[src/rtl/audio_src_irq_cfg.svh]
// constants for the audio converter interrupt status block
`ifndef AUDIO_SRC_IRQ_CFG_SVH
`define AUDIO_SRC_IRQ_CFG_SVH

// ----------------------------------------------------------------------
// control port addresses
// ----------------------------------------------------------------------
`define INT1_STATUS_ADDR   7'h07
`define INT2_STATUS_ADDR   7'h08
`define INT1_MASK_ADDR     7'h09
`define INT1_MODE_HI_ADDR  7'h0a
`define INT1_MODE_LO_ADDR  7'h0b
`define INT2_MASK_ADDR     7'h0c
`define INT2_MODE_HI_ADDR  7'h0d
`define INT2_MODE_LO_ADDR  7'h0e
`define RX_ERROR_ADDR      7'h10

// ----------------------------------------------------------------------
// reset values and implemented bits
// ----------------------------------------------------------------------
`define IRQ_REG_RESET      8'h00
`define INT1_IMPL_BITS     8'hff
`define INT2_IMPL_BITS     8'h3f
`define RX_ERR_RESET       7'h00

// ----------------------------------------------------------------------
// field positions, first status register
// ----------------------------------------------------------------------
`define BIT_TX_SLIP        7
`define BIT_OUT_SLIP       6
`define BIT_RATE_RANGE     5
`define BIT_LEFT_OVR       4
`define BIT_RIGHT_OVR      3
`define BIT_CS_D_TO_E      2
`define BIT_CS_E_TO_F      1
`define BIT_RX_ERROR       0

// ----------------------------------------------------------------------
// field positions, second status register
// ----------------------------------------------------------------------
`define BIT_VARI_OVF       5
`define BIT_UNLOCK         4
`define BIT_UD_D_TO_E      3
`define BIT_UD_E_TO_F      2
`define BIT_QCHAN          1
`define BIT_UFIFO_OVW      0

// ----------------------------------------------------------------------
// event mode codes (msb register bit, lsb register bit)
// ----------------------------------------------------------------------
`define MODE_RISING        2'b00
`define MODE_FALLING       2'b01
`define MODE_LEVEL         2'b10

// ----------------------------------------------------------------------
// converter sample widths
// ----------------------------------------------------------------------
`define RAW_WIDTH          28
`define SAMPLE_WIDTH       24

`endif

[src/rtl/audio_src_irq_pkg.sv]
// types shared by the audio converter interrupt status block
package audio_src_irq_pkg;

   typedef logic [7:0] reg_byte_t;

   // event sources that feed the second status register
   typedef struct packed {
      logic vari_fifo_write;      // write attempt into the varispeed buffer
      logic vari_fifo_full;       // varispeed buffer has no free entry
      logic src_tracking;         // converter still following a rate change
      logic ud_d_to_e_busy;       // user-data D to E copy in progress
      logic ud_e_to_f_busy;       // user-data E to F copy in progress
      logic ud_block_mode;        // user data handled in block mode
      logic qchan_new;            // new Q-channel block readable
      logic ubit_fifo_write;      // write into the user-bit FIFO
      logic ubit_fifo_full;       // oldest user-bit entry not yet consumed
   } src_two_s;

   // event sources that feed the first status register
   typedef struct packed {
      logic tx_slip;
      logic out_slip;
      logic rate_range;
      logic cs_d_to_e_busy;       // channel-status D to E copy in progress
      logic cs_e_to_f_busy;       // channel-status E to F copy in progress
   } src_one_s;

endpackage : audio_src_irq_pkg

[src/rtl/audio_src_interrupt_status.sv]
// interrupt status registers, event detection and output saturation
//
// Summary of operation
// [RULE_01] right-channel over-range event raised when the right result leaves range
// [RULE_02] over-range output samples clip to positive or negative full scale
// [RULE_03] channel-status D-to-E event source true while that copy runs
// [RULE_04] channel-status E-to-F event source true while that copy runs
// [RULE_05] any receiver error sets the event; cause kept in its own register
// [RULE_06] second status register at address 8, read only, top two bits zero
// [RULE_07] a status bit reads one if its event happened since the last read
// [RULE_08] reading clears all bits except level-mode bits whose source persists
// [RULE_09] a masked status bit always reads zero
// [RULE_10] second status register is zero after reset
// [RULE_11] varispeed overflow event raised when the converter buffer overflows
// [RULE_12] overflow caught when writes hit a full buffer as input rate drops
// [RULE_13] user-data E-to-F source true during that copy, block mode only
// [RULE_14] user-bit FIFO overwrite event raised when an unread entry is overwritten
// [RULE_15] user-data D-to-E source true during that copy, block mode only
// [RULE_16] unlock event while converter tracks a rate change; Q event on new block
// [RULE_17] mask one lets an event reach pin and status; mask zero blocks both
// [RULE_18] two-bit mode per event: 00 rising, 01 falling, 10 level, 11 reserved
`include "audio_src_irq_cfg.svh"
`timescale 1ns/100ps
`default_nettype none

module audio_src_interrupt_status (
   input  wire logic                             sys_clk,
   input  wire logic                             rst_n,
   // control port register access
   input  wire logic [6:0]                       reg_addr,
   input  wire logic                             reg_rd,
   input  wire logic                             reg_wr,
   input  wire logic [7:0]                       reg_wdata,
   output logic      [7:0]                       reg_rdata,

   // converter results, one word per channel
   input  wire logic                             conv_valid,
   input  wire logic signed [`RAW_WIDTH-1:0]     conv_left_raw,
   input  wire logic signed [`RAW_WIDTH-1:0]     conv_right_raw,
   output logic signed [`SAMPLE_WIDTH-1:0]       sample_left,
   output logic signed [`SAMPLE_WIDTH-1:0]       sample_right,
   output logic                                  sample_valid,

   // event sources from the rest of the device
   input  wire audio_src_irq_pkg::src_one_s      src_one,
   input  wire audio_src_irq_pkg::src_two_s      src_two,
   input  wire logic [6:0]                       rx_err_cause,

   // interrupt pin, high while any unmasked status bit is set
   output logic                                  irq
);

   // ----------------------------------------------------------------------
   // decode helpers
   // ----------------------------------------------------------------------

   // true when the raw result does not fit the output sample width
   function automatic logic out_of_range(input logic signed [`RAW_WIDTH-1:0] raw);
      logic [`RAW_WIDTH-`SAMPLE_WIDTH:0] top;
      top = raw[`RAW_WIDTH-1:`SAMPLE_WIDTH-1];
      // fits only if all top bits agree
      out_of_range = !((&top) || !(|top));
   endfunction : out_of_range

   // clip to full scale on the side of the sign, else keep the low bits
   function automatic logic [`SAMPLE_WIDTH-1:0] saturate(
      input logic signed [`RAW_WIDTH-1:0] raw);
      logic [`SAMPLE_WIDTH-1:0] res;
      res = raw[`SAMPLE_WIDTH-1:0];
      if (out_of_range(raw)) begin
         res = raw[`RAW_WIDTH-1] ? {1'b1, {(`SAMPLE_WIDTH-1){1'b0}}}
                                 : {1'b0, {(`SAMPLE_WIDTH-1){1'b1}}};
      end
      saturate = res;
   endfunction : saturate

   // per-bit event from the source, its previous value and the mode code
   function automatic logic [7:0] detect_events(
      input logic [7:0] src,
      input logic [7:0] prev,
      input logic [7:0] mode_hi,
      input logic [7:0] mode_lo);
      logic [7:0] ev;
      ev = 8'h00;
      for (int i = 0; i < 8; i++) begin
         case ({mode_hi[i], mode_lo[i]})
            `MODE_RISING:  ev[i] = src[i] & ~prev[i];
            `MODE_FALLING: ev[i] = ~src[i] & prev[i];
            `MODE_LEVEL:   ev[i] = src[i];
            default:       ev[i] = 1'b0;   // reserved code raises nothing
         endcase
      end
      detect_events = ev;
   endfunction : detect_events

   // ----------------------------------------------------------------------
   // register file state
   // ----------------------------------------------------------------------
   audio_src_irq_pkg::reg_byte_t status   [2];
   audio_src_irq_pkg::reg_byte_t mask     [2];
   audio_src_irq_pkg::reg_byte_t mode_hi  [2];
   audio_src_irq_pkg::reg_byte_t mode_lo  [2];
   audio_src_irq_pkg::reg_byte_t src_now  [2];
   audio_src_irq_pkg::reg_byte_t src_prev [2];
   audio_src_irq_pkg::reg_byte_t events   [2];

   logic [7:0]                   impl_bits [2];
   logic [6:0]                   rx_error;

   logic                         status_rd [2];
   logic                         left_ovr;
   logic                         right_ovr;
   logic                         rx_err_any;

   assign impl_bits[0] = `INT1_IMPL_BITS;
   assign impl_bits[1] = `INT2_IMPL_BITS;

   // ----------------------------------------------------------------------
   // converter output clipping
   // ----------------------------------------------------------------------

   // over-range detection on each channel result
   assign left_ovr  = conv_valid & out_of_range(conv_left_raw);
   // [RULE_01] right over-range detect
   assign right_ovr = conv_valid & out_of_range(conv_right_raw);

   // [RULE_02] clip to full scale
   always_ff @(posedge sys_clk or negedge rst_n) begin
      if (!rst_n) begin
         sample_left  <= '0;
         sample_right <= '0;
         sample_valid <= 1'b0;
      end else begin
         sample_valid <= conv_valid;
         if (conv_valid) begin
            sample_left  <= saturate(conv_left_raw);
            sample_right <= saturate(conv_right_raw);
         end
      end
   end

   // ----------------------------------------------------------------------
   // event sources
   // ----------------------------------------------------------------------

   // [RULE_05] any receiver error
   assign rx_err_any = |rx_err_cause;

   // first status register sources, one bit per field
   always_comb begin
      src_now[0]                  = 8'h00;
      src_now[0][`BIT_TX_SLIP]    = src_one.tx_slip;
      src_now[0][`BIT_OUT_SLIP]   = src_one.out_slip;
      src_now[0][`BIT_RATE_RANGE] = src_one.rate_range;
      src_now[0][`BIT_LEFT_OVR]   = left_ovr;
      src_now[0][`BIT_RIGHT_OVR]  = right_ovr;
      // [RULE_03] cs D-to-E source
      src_now[0][`BIT_CS_D_TO_E]  = src_one.cs_d_to_e_busy;
      // [RULE_04] cs E-to-F source
      src_now[0][`BIT_CS_E_TO_F]  = src_one.cs_e_to_f_busy;
      src_now[0][`BIT_RX_ERROR]   = rx_err_any;
   end

   // second status register sources, top two bits held at zero
   always_comb begin
      src_now[1]                 = 8'h00;
      // [RULE_11] buffer overflow source
      // [RULE_12] write into full buffer
      src_now[1][`BIT_VARI_OVF]  = src_two.vari_fifo_write & src_two.vari_fifo_full;
      // [RULE_16] unlock while tracking
      src_now[1][`BIT_UNLOCK]    = src_two.src_tracking;
      // [RULE_15] ud D-to-E in block mode
      src_now[1][`BIT_UD_D_TO_E] = src_two.ud_d_to_e_busy & src_two.ud_block_mode;
      // [RULE_13] ud E-to-F in block mode
      src_now[1][`BIT_UD_E_TO_F] = src_two.ud_e_to_f_busy & src_two.ud_block_mode;
      // [RULE_16] new Q-channel block
      src_now[1][`BIT_QCHAN]     = src_two.qchan_new;
      // [RULE_14] unread entry overwritten
      src_now[1][`BIT_UFIFO_OVW] = src_two.ubit_fifo_write & src_two.ubit_fifo_full;
   end

   // ----------------------------------------------------------------------
   // status registers
   // ----------------------------------------------------------------------

   assign status_rd[0] = reg_rd && (reg_addr == `INT1_STATUS_ADDR);

   // [RULE_06] second status at address 8
   assign status_rd[1] = reg_rd && (reg_addr == `INT2_STATUS_ADDR);

   genvar g;

   generate
      for (g = 0; g < 2; g++) begin : gen_status
         // [RULE_18] mode-coded detection
         assign events[g] = detect_events(src_now[g], src_prev[g], mode_hi[g], mode_lo[g]);

         // previous source value for edge modes
         always_ff @(posedge sys_clk or negedge rst_n) begin
            if (!rst_n) begin
               src_prev[g] <= `IRQ_REG_RESET;
            end else begin
               src_prev[g] <= src_now[g];
            end
         end

         // sticky bits; an event in the read cycle survives the clear
         always_ff @(posedge sys_clk or negedge rst_n) begin
            if (!rst_n) begin
               // [RULE_10] zero after reset
               status[g] <= `IRQ_REG_RESET;
            end else if (status_rd[g]) begin
               // [RULE_08] clear on read, level sources hold
               // [RULE_17] mask gates the status
               status[g] <= events[g] & mask[g] & impl_bits[g];
            end else begin
               // [RULE_07] set once, hold until read
               // [RULE_09] masked bits forced to zero
               status[g] <= (status[g] | events[g]) & mask[g] & impl_bits[g];
            end
         end
      end
   endgenerate

   // ----------------------------------------------------------------------
   // mask and mode registers
   // ----------------------------------------------------------------------

   // software writes; unimplemented bits of the second set stay zero
   always_ff @(posedge sys_clk or negedge rst_n) begin
      if (!rst_n) begin
         mask[0]    <= `IRQ_REG_RESET;
         mask[1]    <= `IRQ_REG_RESET;
         mode_hi[0] <= `IRQ_REG_RESET;
         mode_hi[1] <= `IRQ_REG_RESET;
         mode_lo[0] <= `IRQ_REG_RESET;
         mode_lo[1] <= `IRQ_REG_RESET;
      end else if (reg_wr) begin
         case (reg_addr)
            `INT1_MASK_ADDR:    mask[0]    <= reg_wdata;
            `INT1_MODE_HI_ADDR: mode_hi[0] <= reg_wdata;
            `INT1_MODE_LO_ADDR: mode_lo[0] <= reg_wdata;
            `INT2_MASK_ADDR:    mask[1]    <= reg_wdata & `INT2_IMPL_BITS;
            `INT2_MODE_HI_ADDR: mode_hi[1] <= reg_wdata & `INT2_IMPL_BITS;
            `INT2_MODE_LO_ADDR: mode_lo[1] <= reg_wdata & `INT2_IMPL_BITS;
            default: ;                  // status and other addresses ignore writes
         endcase
      end
   end

   // ----------------------------------------------------------------------
   // receiver error cause register
   // ----------------------------------------------------------------------

   // [RULE_05] cause bits sticky until read
   always_ff @(posedge sys_clk or negedge rst_n) begin
      if (!rst_n) begin
         rx_error <= `RX_ERR_RESET;
      end else if (reg_rd && (reg_addr == `RX_ERROR_ADDR)) begin
         rx_error <= rx_err_cause;     // new cause in the read cycle is kept
      end else begin
         rx_error <= rx_error | rx_err_cause;
      end
   end

   // ----------------------------------------------------------------------
   // read data and interrupt pin
   // ----------------------------------------------------------------------

   // read data captured one cycle after the strobe, pre-clear value
   always_ff @(posedge sys_clk or negedge rst_n) begin
      if (!rst_n) begin
         reg_rdata <= 8'h00;
      end else if (reg_rd) begin
         case (reg_addr)
            `INT1_STATUS_ADDR:  reg_rdata <= status[0];
            // [RULE_06] read-only, top bits zero
            `INT2_STATUS_ADDR:  reg_rdata <= status[1] & `INT2_IMPL_BITS;
            `INT1_MASK_ADDR:    reg_rdata <= mask[0];
            `INT1_MODE_HI_ADDR: reg_rdata <= mode_hi[0];
            `INT1_MODE_LO_ADDR: reg_rdata <= mode_lo[0];
            `INT2_MASK_ADDR:    reg_rdata <= mask[1];
            `INT2_MODE_HI_ADDR: reg_rdata <= mode_hi[1];
            `INT2_MODE_LO_ADDR: reg_rdata <= mode_lo[1];
            `RX_ERROR_ADDR:     reg_rdata <= {1'b0, rx_error};
            default:            reg_rdata <= 8'h00;
         endcase
      end
   end

   // registered so the pin cannot glitch
   // [RULE_17] pin follows unmasked status
   always_ff @(posedge sys_clk or negedge rst_n) begin
      if (!rst_n) begin
         irq <= 1'b0;
      end else begin
         irq <= (|status[0]) | (|status[1]);
      end
   end

endmodule : audio_src_interrupt_status

`default_nettype wire

[config.mk]
export PLATFORM = sky130hd
export DESIGN_NAME = audio_src_interrupt_status
export DESIGN_NICKNAME = d
export VERILOG_FILES = /design/src/rtl/audio_src_irq_pkg.sv /design/src/rtl/audio_src_interrupt_status.sv
export VERILOG_INCLUDE_DIRS = /design/src /design/src/rtl
export SDC_FILE = /design/constraint.sdc
export NUM_CORES = 1
export LEC_CHECK = 0
export CORE_MARGIN = 8
export CORE_UTILIZATION = 25
export CTS_BUF_LIST = sky130_fd_sc_hd__clkbuf_16
export DETAILED_ROUTE_END_ITERATION = 8
export DONT_BUFFER_PORTS = 1
export PLACE_DENSITY_LB_ADDON = 0.2
export RECOVER_POWER = 25
export SYNTH_ARGS = -nofsm -noshare
export SYNTH_HDL_FRONTEND = slang
export SYNTH_SLANG_ARGS = --single-unit
[constraint.sdc]
create_clock -name sys_clk -period 1.88 [get_ports sys_clk]
set_input_delay 0.564 -clock sys_clk [delete_from_list [all_inputs] [get_ports sys_clk]]
set_output_delay 0.564 -clock sys_clk [all_outputs]
set_load 0.05 [all_outputs]
==> impl.org, run 1 <==
** Floorplan
- Starting Density :: 25.3%
- In this run the standard cell core region covers around 0.024 mm2.
- DIE AREA :: 0.0296 mm2
- Top-Level Pins :: 155
- Die height :: 172 um
- The floorplan has 57 rows.
- In this run the horizontal extent of the chip is around 170 um.

** Timing
- Setup repair after global routing missed its margin :: false
- Setup violations remaining at the end of the flow were counted as 0.
- The final critical path takes up a little over nine tenths of the cycle.
- For this run, the top clock speed supported by timing is 562 MHz.
- Worst slew margin relative to its limit :: 63.0%
- The count of final hold-check violations came to 135.
- At the pin with the least slew margin, the transition time is around 0.56 ns.
- The tightest hold path in the finished design has a slack of -0.154 ns.
- For the finished layout, the period the worst path requires is ~1.8 ns.
- Clock skew after layout :: approximately 0.0095 ns
- Number of pins with negative max-slew slack in the final report :: 0

** Routing
- For this block, wires on met1 add up to 7840 um.
- Final routed wirelength across all metal layers :: 18500 um
- Topmost layer with routed signal wires :: met4
- Before antenna repair, the detailed router went through 4 iterations.
- Via density per instance :: 4.76
- Detailed routing placed a total of about 2200 um of wire on met3.
- Routed len/inst :: slightly below 20 um
- After the first detailed-routing iteration, the DRC count stood at 230.
- The count of nets left with antenna violations once routing finished came out at 0.
- Met2 wirelength from detailed routing :: between 8000 and 9000 um
- The routed layout has around 4500 vias.
- Post-route DRC :: 0

** Logic synthesis
- The most used flip-flop cell after synthesis is sky130_fd_sc_hd__dfrtp_1.
- Total nets after synthesis :: 678
- Synthesized area divided by synthesized cell count :: 10.5 um2
- After synthesis the cells add up to 0.00610 mm2.
- Synthesis inferred 135 register bits.
- Cells after Synth :: 581
- The synthesized design contains 0 enable-type register cells.
- Share of flip-flops with an asynchronous set or reset :: 100%
- Yosys printed 0 warnings.
- Sequential share of the synthesized area :: 55.4%
- Distinct cells, synth :: 46

** Clock network
- The clock reaches the later pin of the worst-skew pair after 0.41 ns.
- CTS root buf :: sky130_fd_sc_hd__clkbuf_16
- No sink is reached through more buffers than the 2 on the longest clock path.
- Clock tree synthesis inserted a total of 17 buffers.
- Number of clock sinks :: ~140
- After clock tree synthesis, the clock-pin slew on the worst setup and hold paths is about 0.060 ns.
- TritonCTS clock tree :: built
- CTS HTree Levels :: 4
- Total setup buffers inserted after CTS :: 0

** Power
- Total power of the final layout :: approximately 7800 uW
- Leakage power total :: 0.00315 uW
- Share of power burned in combinational logic :: under 10%
- Internal power comes to 5610 uW.
- Switching power share of the total :: 28.1%
- Power density of the placed cells :: roughly 1100 mW/mm2
- Of the total power, registers draw between 40 and 50%.
- For this design the total switching power over the nets is 2190 uW.
- Clock power frac :: 45.8%
- IR analysis of the VDD net gives a maximum drop of 0.398 mV.

** Placed design
- Placer Congestion :: 0.777
- During placement, the flow inserted port buffers numbering 0.
- Once detailed placement completed, the half-perimeter wirelength came to 13500 um.
- Area after DPL :: 0.00675 mm2
- Number of cells after detailed placement :: 912

** Global route
- Overflow left after global routing :: 0
- Wire length of the first global-routing pass :: 28300 um
- The number of global-route vias before repair came to 4822.
- Across every metal layer, demand over resource in global routing totals 12.7%.
- Antenna violations before repair :: 0
- Entering global routing, the biggest net connects 136 pins.

** Status
- Run status :: complete, but fails checks
- The final reports fail on negative hold slack.

** Critical path
- Arrival time of data at the critical path endpoint :: 2.07 ns
- STA classifies the critical path startpoint as an input port.
- At the worst endpoint, the required time is 2.17 ns.
- Worst-path fanout max :: 4
- The worst setup path is captured at a flip-flop.
- The worst setup path is of the input port to flip-flop kind.

** Cells and area
- 0 antenna diodes ended up in the layout.
- Cell area after layout :: 0.00738 mm2
- Area growth syn-to-layout :: 21.0%
- Number of nets in the final layout :: 704
- After the flow finishes, the layout carries non-filler instances totaling about 940.
- Share of post-route cells with drive strength above 1 :: 21.3%

** Hold path
- Class of the worst hold path :: input port to async pin

** Job
- The tool flagged a number of max-cap violations equal to 0.
[power by group through the flow]
| stage | clock [uW] | sequential, uW | combinational (uW) |
|---|---|---|---|
| 4_1_cts | 3670 | 3770 | 480 |
| 2_1_floorplan | 0 | 3730 | 433 |
| 3_5_place_dp | 0 | 3810 | 483 |
| 3_3_place_gp | 0 | 3810 | 466 |
| 5_1_grt | 3820 | 3800 | 535 |
| 6_report | 3570 | 3760 | 475 |
[registers in the layout, summed over array words and instances (netlist names)]
name,flops
mask,14
src_prev,14
status,14
mode_lo,14
sample_right,24
sample_left,24
mode_hi,14
sample_valid,1
rx_error,7
reg_rdata,8
irq,1
[routing by layer]
metal,up-vias,global-route usage (%)
met5,-,0
met4,0,4.24
met3,18,6.00
met2,193,18.8
met1,2172,15.9
li1,2106,-
[final cells by class]
class,instances,area [um2]
Clock buffer,17,425
Fill cell,2527,16700
Timing Repair Buffer,36,320
Tap cell,324,405
Inverter,12,45.0
Clock inverter,15,200
Multi-Input combinational cell,405,2600
Sequential cell,135,3380
[placed cells by master (no fill, tap or decap), drive strengths merged, types with 6 or more instances in the layout]
cell,netlist,routed
buf,9,36
nor2b,16,16
o21ai,14,14
clkbuf,20,17
nor2,95,95
a21o,8,8
mux2,46,46
mux2i,14,14
nor3,12,12
a21oi,80,80
nand2b,19,19
dfrtp,135,135
nand3,11,11
inv,12,16
a221oi,8,8
nor4,6,6
nand2,22,22
[synthesized netlist by cell type, types with 11 or more instances]
| library cell | n | area (um2) |
|---|---|---|
| sky130_fd_sc_hd__a21oi_1 | 80 | 400 |
| sky130_fd_sc_hd__mux2i_1 | 14 | 140 |
| sky130_fd_sc_hd__nand3_1 | 11 | 55.1 |
| sky130_fd_sc_hd__o21ai_0 | 14 | 70.1 |
| sky130_fd_sc_hd__nor2_1 | 95 | 357 |
| sky130_fd_sc_hd__nor3_1 | 12 | 60.1 |
| sky130_fd_sc_hd__nor2b_1 | 16 | 100 |
| sky130_fd_sc_hd__clkbuf_1 | 20 | 75.1 |
| sky130_fd_sc_hd__dfrtp_1 | 135 | 3380 |
| sky130_fd_sc_hd__nand2b_1 | 19 | 119 |
| sky130_fd_sc_hd__mux2_2 | 46 | 518 |
| sky130_fd_sc_hd__inv_1 | 12 | 45.0 |
| sky130_fd_sc_hd__nand2_1 | 22 | 82.6 |
[per-stage QoR]
stage | utilization [%] | worst slack [ns] | hold WS (ns) | setup TNS, ns
CTS | 30.6 | 0.0848 | -0.172 | 0
global route | 30.6 | 0.0526 | -0.180 | 0
floorplan | - | -0.244 | 0.268 | -7.03
detailed placement | 28.0 | -0.294 | 0.275 | -12.92
finish | 30.6 | 0.100 | -0.154 | 0
global placement | 28.0 | -0.255 | 0.274 | -11.09
[final timing paths]
path | startpoint | depth (start not counted) | slack (ns) | endpoint
max in group asynchronous | rst_n | 0 | 1.87 | sample_left[10]
worst min-delay path | rst_n | 0 | -0.15 | status[9]
worst min register to register | rx_error[6] | 1 | 0.49 | rx_error[6]
worst max-delay path | reg_addr[5] | 5 | 0.10 | status[1]
worst max register to register | status[4] | 6 | 0.23 | reg_rdata[4]
min in group sys_clk | src_one[2] | 0 | 0.18 | src_prev[13]
[cell families after synthesis]
group           Yosys count  share of synthesized area, %
mux                      61                          11.2
buf+inv                  41                          3.00
compound gates          134                          13.0
simple gates            210                          17.5
flops                   135                          55.4
[timing repair]
item | in CTS | in global routing
hold endpoints to repair | 135 | 135
endpoints found under the setup margin | 0 | 1
resized for setup | 0 | 1
[critical path: stages]
cell and delay (ns):
sky130_fd_sc_hd__or4b_4 0.57, sky130_fd_sc_hd__nor2_2 0.19, sky130_fd_sc_hd__nand3_1 0.29, sky130_fd_sc_hd__a221oi_1 0.38, sky130_fd_sc_hd__nor2b_1 0.07
(Power assumes the default switching activity.)
==> inputs of run 2 (changes only) <==
Settings changed: CTS_BUF_LIST sky130_fd_sc_hd__clkbuf_16 to unset, PLACE_DENSITY_LB_ADDON 0.2 to unset.
==> run 2 against run 1 <==
Effect of this change:
- clock-buffer cell count unchanged
- worst hold slack worse by 0.0070 ns
- highest routed layer unchanged
- setup slack lost 0.00064 ns
- the run still ends with negative hold slack left
- critical endpoint is now status[4]
- critical path type unchanged
==> impl.org, run 2 (synthesis gave the netlist of run 1 again) <==
** Status
- Run status :: complete, but fails checks
- Violations in the final reports :: negative hold slack

** Power
- Power density of the placed cells :: 1060 mW/mm2
- Summed over all cells, the static leakage comes to slightly above 0.003 uW.
- IR analysis of the VDD net gives a maximum drop of 0.581 mV.
- Power comes to about 7800 uW.

** Global route
- Pin count of the biggest net entering global routing :: ~140
- Global routing finished with a remaining overflow of 0.
- Via count of the first global-routing pass :: 4778
- Global routing used 12.2% of the available tracks.
- Wire length of the first global-routing pass :: about 28000 um
- Antenna violations before repair :: 0

** Placed design
- Routability-driven placement finished with a final weighted congestion of slightly above 0.8.
- Count of input and output buffers :: 0
- Timing analysis after detailed placement gives a worst setup slack of -0.286 ns.
- Detailed placement finished with a half-perimeter wire length of 12300 um.

** Clock network
- After clock tree synthesis, the clock-pin slew on the worst setup and hold paths is 0.07 ns.
- In this run the deepest clock path goes through 2 buffers.
- Once the clock tree was built, the resizer swapped 0 gates to a different size.
- The H-tree was split into 4 levels.
- TritonCTS clock tree :: built
- The later pin in the worst-skew pair is clocked with a latency of 0.42 ns.
- After clock tree synthesis, the setup repair step added 0 buffers.
- Number of clock sinks :: 135
- In this run the clock root is driven by a sky130_fd_sc_hd__clkbuf_16.
- Number of buffers created by CTS :: 17

** Critical path
- Endpoint class of the critical path :: flip-flop
- Arrival time of data at the critical path endpoint :: 2.07 ns
- Data required time at the worst endpoint :: about 2.2 ns
- Worst-case reg-to-reg path depth :: 5
- The critical path starts at reg_addr[5].
- Path type of the worst setup path :: input port to flip-flop
- The worst register-to-register path ends at reg_rdata[4].
- Worst-path fanout max :: 5
- The setup check on the worst reg-to-reg path leaves a slack of 0.27 ns.
- STA classifies the critical path startpoint as an input port.
- In this run the critical register-to-register path is launched from status[4].

** Routing
- Antenna violation net count after detailed routing :: 0
- The first routing iteration left 387 violations.
- Post-route DRC :: 0
- Using the TritonRoute via totals, the vias-per-cell ratio works out to 4.75.
- After detailed routing, the average wire length per cell comes to 18.4 um.
- Drt pass-1 iters :: 4
- The routed layout has 4456 vias.
- Wires add up to roughly 17000 um.

** Floorplan
- The die is roughly 170 um wide.
- During I/O placement, the number of pins put on the boundary was approximately 160.
- Die height :: about 170 um
- DIE AREA :: 0.0296 mm2
- Total number of placement rows :: 57
- The floorplan step defined a core boundary enclosing 0.0241 mm2.
- For this configuration, the core starts out at a cell density of around 25%.

** Timing
- Setup repair after global routing left no endpoint under its margin.
- Setup violations remaining at the end of the flow were counted as 0.
- Clock skew after layout :: about 0.012 ns
- At the pin with the least slew margin, the transition time is 0.604 ns.
- Worst-case hold slack :: -0.161 ns
- Across all setup checks in the final design, the least slack found is 0.0997 ns.
- The max-slew violation total from the final report was 0.
- Post-layout min period :: 1.78 ns
- Hold Vio Cnt, Final :: roughly 140
- The worst pin sits at a relative slew slack of 58.7%.
- The final critical path takes up 94.7% of the cycle.
- Fmax achieved :: between 500 and 600 MHz

** Hold path
- The path class of the tightest hold or removal check is input port to async pin.

** Cells and area
- The layout has 2523 filler cells.
- 0 antenna diodes ended up in the layout.
- In the layout the commonest cells are sky130_fd_sc_hd__dfrtp_1, sky130_fd_sc_hd__nor2_1, sky130_fd_sc_hd__a21oi_1.
- Area growth syn-to-layout :: 20.2%
- Leaving out fill and tap cells, the most frequent cell in the layout is sky130_fd_sc_hd__dfrtp_1.
- Fin util :: 30.4%
- Cells with a size suffix above 1 make up 21.0% of the layout.
- At the end of the flow, the number of nets in the layout was between 600 and 700.
- The largest registers in the layout are sample_left x24, sample_right x24.

** Job
- Across the run, the number of max-cap violations was 0.
## run 2: final cells by class
cell class | count | area [um2] | area share, %
timing repair buffer | 31 | 283 | 3.86
sequential | 135 | 3380 | 46.1
clock buffer | 17 | 425 | 5.80
multi-input combinational | 405 | 2600 | 35.5
inverter | 12 | 45.0 | 0.615
tap | 324 | 405 | 5.53
clock inverter | 15 | 193 | 2.63
## run 2: through the flow
step	std cells	setup TNS (ns)	instance area (um2)
5_1_grt	939	0	7330
3_3_place_gp	907	-9.43	6710
3_5_place_dp	907	-11.16	6710
4_1_cts	939	0	7330
2_1_floorplan	581	-7.03	6210
6_report	939	0	7330
## run 2: per-layer routing
layer / GRT usage [%] / routed length (um) / up-vias
li1: - / - / 2104
met1: 15.4 / 7420 / 2128
met2: 17.9 / 7460 / 198
met3: 5.50 / 1980 / 26
met4: 4.87 / 413 / 0
met5: 0 / 0 / -
## run 2: worst max-delay path by stage
stage	to	slack [ns]	depth (start not counted)
6_report	status[4]	0.1	5
5_1_grt	status[1]	0.04	5
4_1_cts	status[4]	0.16	5
3_5_place_dp	status[1]	-0.29	5
3_3_place_gp	status[4]	-0.26	5
2_1_floorplan	mask[10]	-0.24	5
## run 2: worst max-delay path, stage by stage
cell	delay, ns
sky130_fd_sc_hd__or4b_4	0.57
sky130_fd_sc_hd__nor2_2	0.19
sky130_fd_sc_hd__nand3_1	0.30
sky130_fd_sc_hd__a221oi_1	0.36
sky130_fd_sc_hd__nor2b_1	0.08
## run 2: power by group
| part | leakage, uW | switching [uW] | internal (uW) | total, uW |
|---|---|---|---|---|
| logic | 0.00117 | 218 | 262 | 480 |
| registers | 0.00166 | 628 | 3120 | 3750 |
| clock network | 0.000295 | 1420 | 2130 | 3540 |
==> inputs of run 3 (changes only) <==
Settings changed: BUFFER_PORTS_ARGS set to -buffer_cell sky130_fd_sc_hd__buf_2, DONT_BUFFER_PORTS 1 to unset, MAX_ROUTING_LAYER set to met4.
==> run 3 against run 2 <==
Effect of this change:
- die area is the same
- sequential power fell by 12%
- global-route usage grew 1.2 points
- worst hold slack improved by 0.45 ns
- sequential cell count is the same
- non-clock buffer count rose by 178
- core utilization increased by 4.1 points
- cell count up 19%
- the flow now finishes without violations
- clock skew rose by 0.0015 ns
- combinational power grew to 2.8 times the previous value
- critical path depth rose by 1
==> impl.org, run 3 (synthesis gave the netlist of run 1 again) <==
** Critical path
- Launching element type of the critical path :: input port
- Path type of the worst setup path :: input port to flip-flop
- Arrival time of data at the critical path endpoint :: ~2.1 ns
- The startpoint identified for the worst register-to-register timing path is mode_lo[9].
- Worst-path fanout max :: 7
- In this run the worst setup path begins at reg_addr[5].
- Data required time at the worst endpoint :: 2.17 ns
- The worst setup path is captured at a flip-flop.

** Power
- The internal portion of the total power is 5970 uW.
- Sequential cells burn 39.3% of the power.
- Combinational cells account for 15.8% of the total power.
- Power spent charging and discharging nets :: roughly 2400 uW
- Worst VDD drop :: 0.485 mV
- Power density of the placed cells :: roughly 1000 mW/mm2
- In this run, the clock network consumes 44.9% of the power.
- Leakage power total :: 0.00384 uW
- Switching power share of the total :: 28.8%

** Global route
- The number of antenna violations at the first check in global routing came to 0.
- In the global route stage, overall resource usage came out at 13.4%.
- Pin count of the biggest net entering global routing :: 40
- The first global-routing pass estimated 29800 um of wire.
- The number of global-route vias before repair is 5501.
- Overflow left after global routing :: 0

** Cells and area
- In the final layout, the registers with the most flip-flops are sample_left x24, sample_right x24.
- Final standard cell count with taps included and fillers excluded :: 1116
- In the final design database the tool counted 877 nets.
- With fillers left out, the area of the finished cells amounts to 0.00832 mm2.
- In the final layout, the share of cells above drive strength 1 is between 30 and 40%.
- From synthesis to final layout, the design area changed by 36.4%.
- Most used cells in the layout excluding fill and tap cells :: sky130_fd_sc_hd__buf_2, sky130_fd_sc_hd__dfrtp_1, sky130_fd_sc_hd__nor2_1
- Most common cell after layout, fill and taps aside :: sky130_fd_sc_hd__buf_2
- Counting the fill cells in the layout gives 2527.
- Antenna fix cells :: 0

** Status
- Run status :: completed

** Placed design
- Area after DPL :: 0.00771 mm2
- Placer Congestion :: 0.861
- HPWL after detailed placement :: ~14000 um
- Counting tap cells, the placed design contains a total of roughly 1100 instances.
- Count of input and output buffers :: roughly 150

** Timing
- Headroom to the max-slew limit came out at approximately a third.
- In the finished design, the share of the clock period the worst path needs comes to 98.1%.
- Timing would allow up to 542 MHz.
- The count of final hold-check violations was 0.
- Post-layout min period :: about 1.8 ns
- Number of pins with negative max-slew slack in the final report :: 0
- Clock skew on the completed layout was measured at 0.0134 ns.
- Worst-Margin Slew :: 0.975 ns
- Worst-case hold slack :: slightly below 0.3 ns
- Final-report setup violation count :: 0

** Floorplan
- Measured along the y axis, the die boundary spans 172 um.
- Pin placement for this block handled 155 I/O pins.
- After floorplanning, the core was divided into 57 placement rows.
- The die is 172 um wide.
- The die covers approximately 0.030 mm2.
- Once the floorplan was initialized, standard cells occupied 25.3% of the core.
- Core area :: 0.0241 mm2

** Routing
- For this run, design rule violations remaining after detail routing come to 0.
- Across all layers, the routed design uses roughly 5000 vias.
- Antenna violation net count after detailed routing :: 0
- Final routed wirelength across all metal layers :: 18400 um
- The first routing iteration left 229 violations.
- Drt pass-1 iters :: 4
- Via density per instance :: 4.55
- Routed len/inst :: 16.5 um

** Clock network
- In this run, post-CTS hold repair placed 0 buffers.
- The H-tree was split into 4 levels.
- Clock latency on the worst-skew pair, taken at its later pin, is approximately 0.42 ns.
- Clock tree synthesis selected as its root buffer the cell sky130_fd_sc_hd__clkbuf_16.
- Counting the buffers created by CTS gives 17.
- Maximum buffer depth of the clock tree :: 2
- Clock slew at reported path FFs :: 0.07 ns
- The clock net in this run drives a total of 135 sinks.
- TritonCTS clock tree :: built

** Hold path
- Class of the worst hold path :: input port to flip-flop
- Worst Hold Launch :: src_one[1]

** Job
- The tool flagged a number of max-cap violations equal to 0.
-- run 3: cell count changes in the layout (fill, tap and decap cells not counted), moves of 3 or more --
cell                         before  now
sky130_fd_sc_hd__buf_2            0  146
sky130_fd_sc_hd__clkinvlp_4       3    0
sky130_fd_sc_hd__buf_4           27   48
sky130_fd_sc_hd__and2_1           4    0
sky130_fd_sc_hd__and2_0           0    4
sky130_fd_sc_hd__clkbuf_1         0    7
-- run 3: final cells by class --
| type | instances | area (um2) | share of cell area, % |
|---|---|---|---|
| Sequential cell | 135 | 3380 | 40.6 |
| Tap cell | 324 | 405 | 4.87 |
| Inverter | 12 | 45.0 | 0.542 |
| Multi-Input combinational cell | 405 | 2610 | 31.4 |
| Clock inverter | 13 | 216 | 2.60 |
| Timing Repair Buffer | 209 | 1220 | 14.7 |
| Clock buffer | 18 | 439 | 5.28 |
-- run 3: path summary, 6_finish.rpt --
check	endpoint	slack (ns)	cells past startpoint
max reg2reg	reg_rdata[1]	0.29	4
max	mode_lo[5]	0.03	6
min in group asynchronous	reg_rdata[7]	0.30	1
max in group asynchronous	src_prev[3]	0.37	2
min reg2reg	sample_right[22]	0.50	2
min	src_prev[10]	0.29	1
-- run 3: critical path: stages --
cell and delay (ns):
sky130_fd_sc_hd__buf_2 0.11, sky130_fd_sc_hd__or4b_4 0.59, sky130_fd_sc_hd__buf_4 0.19, sky130_fd_sc_hd__nor2_1 0.20, sky130_fd_sc_hd__nand2_2 0.16, sky130_fd_sc_hd__mux2_2 0.30
-- run 3: layer usage --
metal	GRT usage [%]	wire length [um]
met4	3.56	189
met5	-	0
met2	20.0	8420
met3	4.11	1150
met1	17.3	8620
-- run 3: timing repair --
action,CTS,global route
endpoints found under the hold margin,0,0
buffers inserted,0,0
gates resized for setup,0,2
setup endpoints to repair,0,13
-- run 3: per-stage QoR --
stage	setup TNS (ns)	total power, uW	util, %	worst slack [ns]
6_report	0	8390	34.5	0.0349
5_1_grt	-0.00105	8760	34.5	-0.00105
4_1_cts	0	8510	34.7	0.0271
3_5_place_dp	-25.75	4700	32.0	-0.418
3_3_place_gp	-23.49	4680	32.0	-0.365
2_1_floorplan	-7.03	4160	-	-0.244
-- run 3: power by group through the flow --
stage | Clock, uW | Combinational (uW) | Sequential (uW)
6_report | 3770 | 1330 | 3290
5_1_grt | 3990 | 1450 | 3320
4_1_cts | 3850 | 1360 | 3290
3_5_place_dp | 0 | 1360 | 3340
3_3_place_gp | 0 | 1350 | 3340
2_1_floorplan | 0 | 433 | 3730
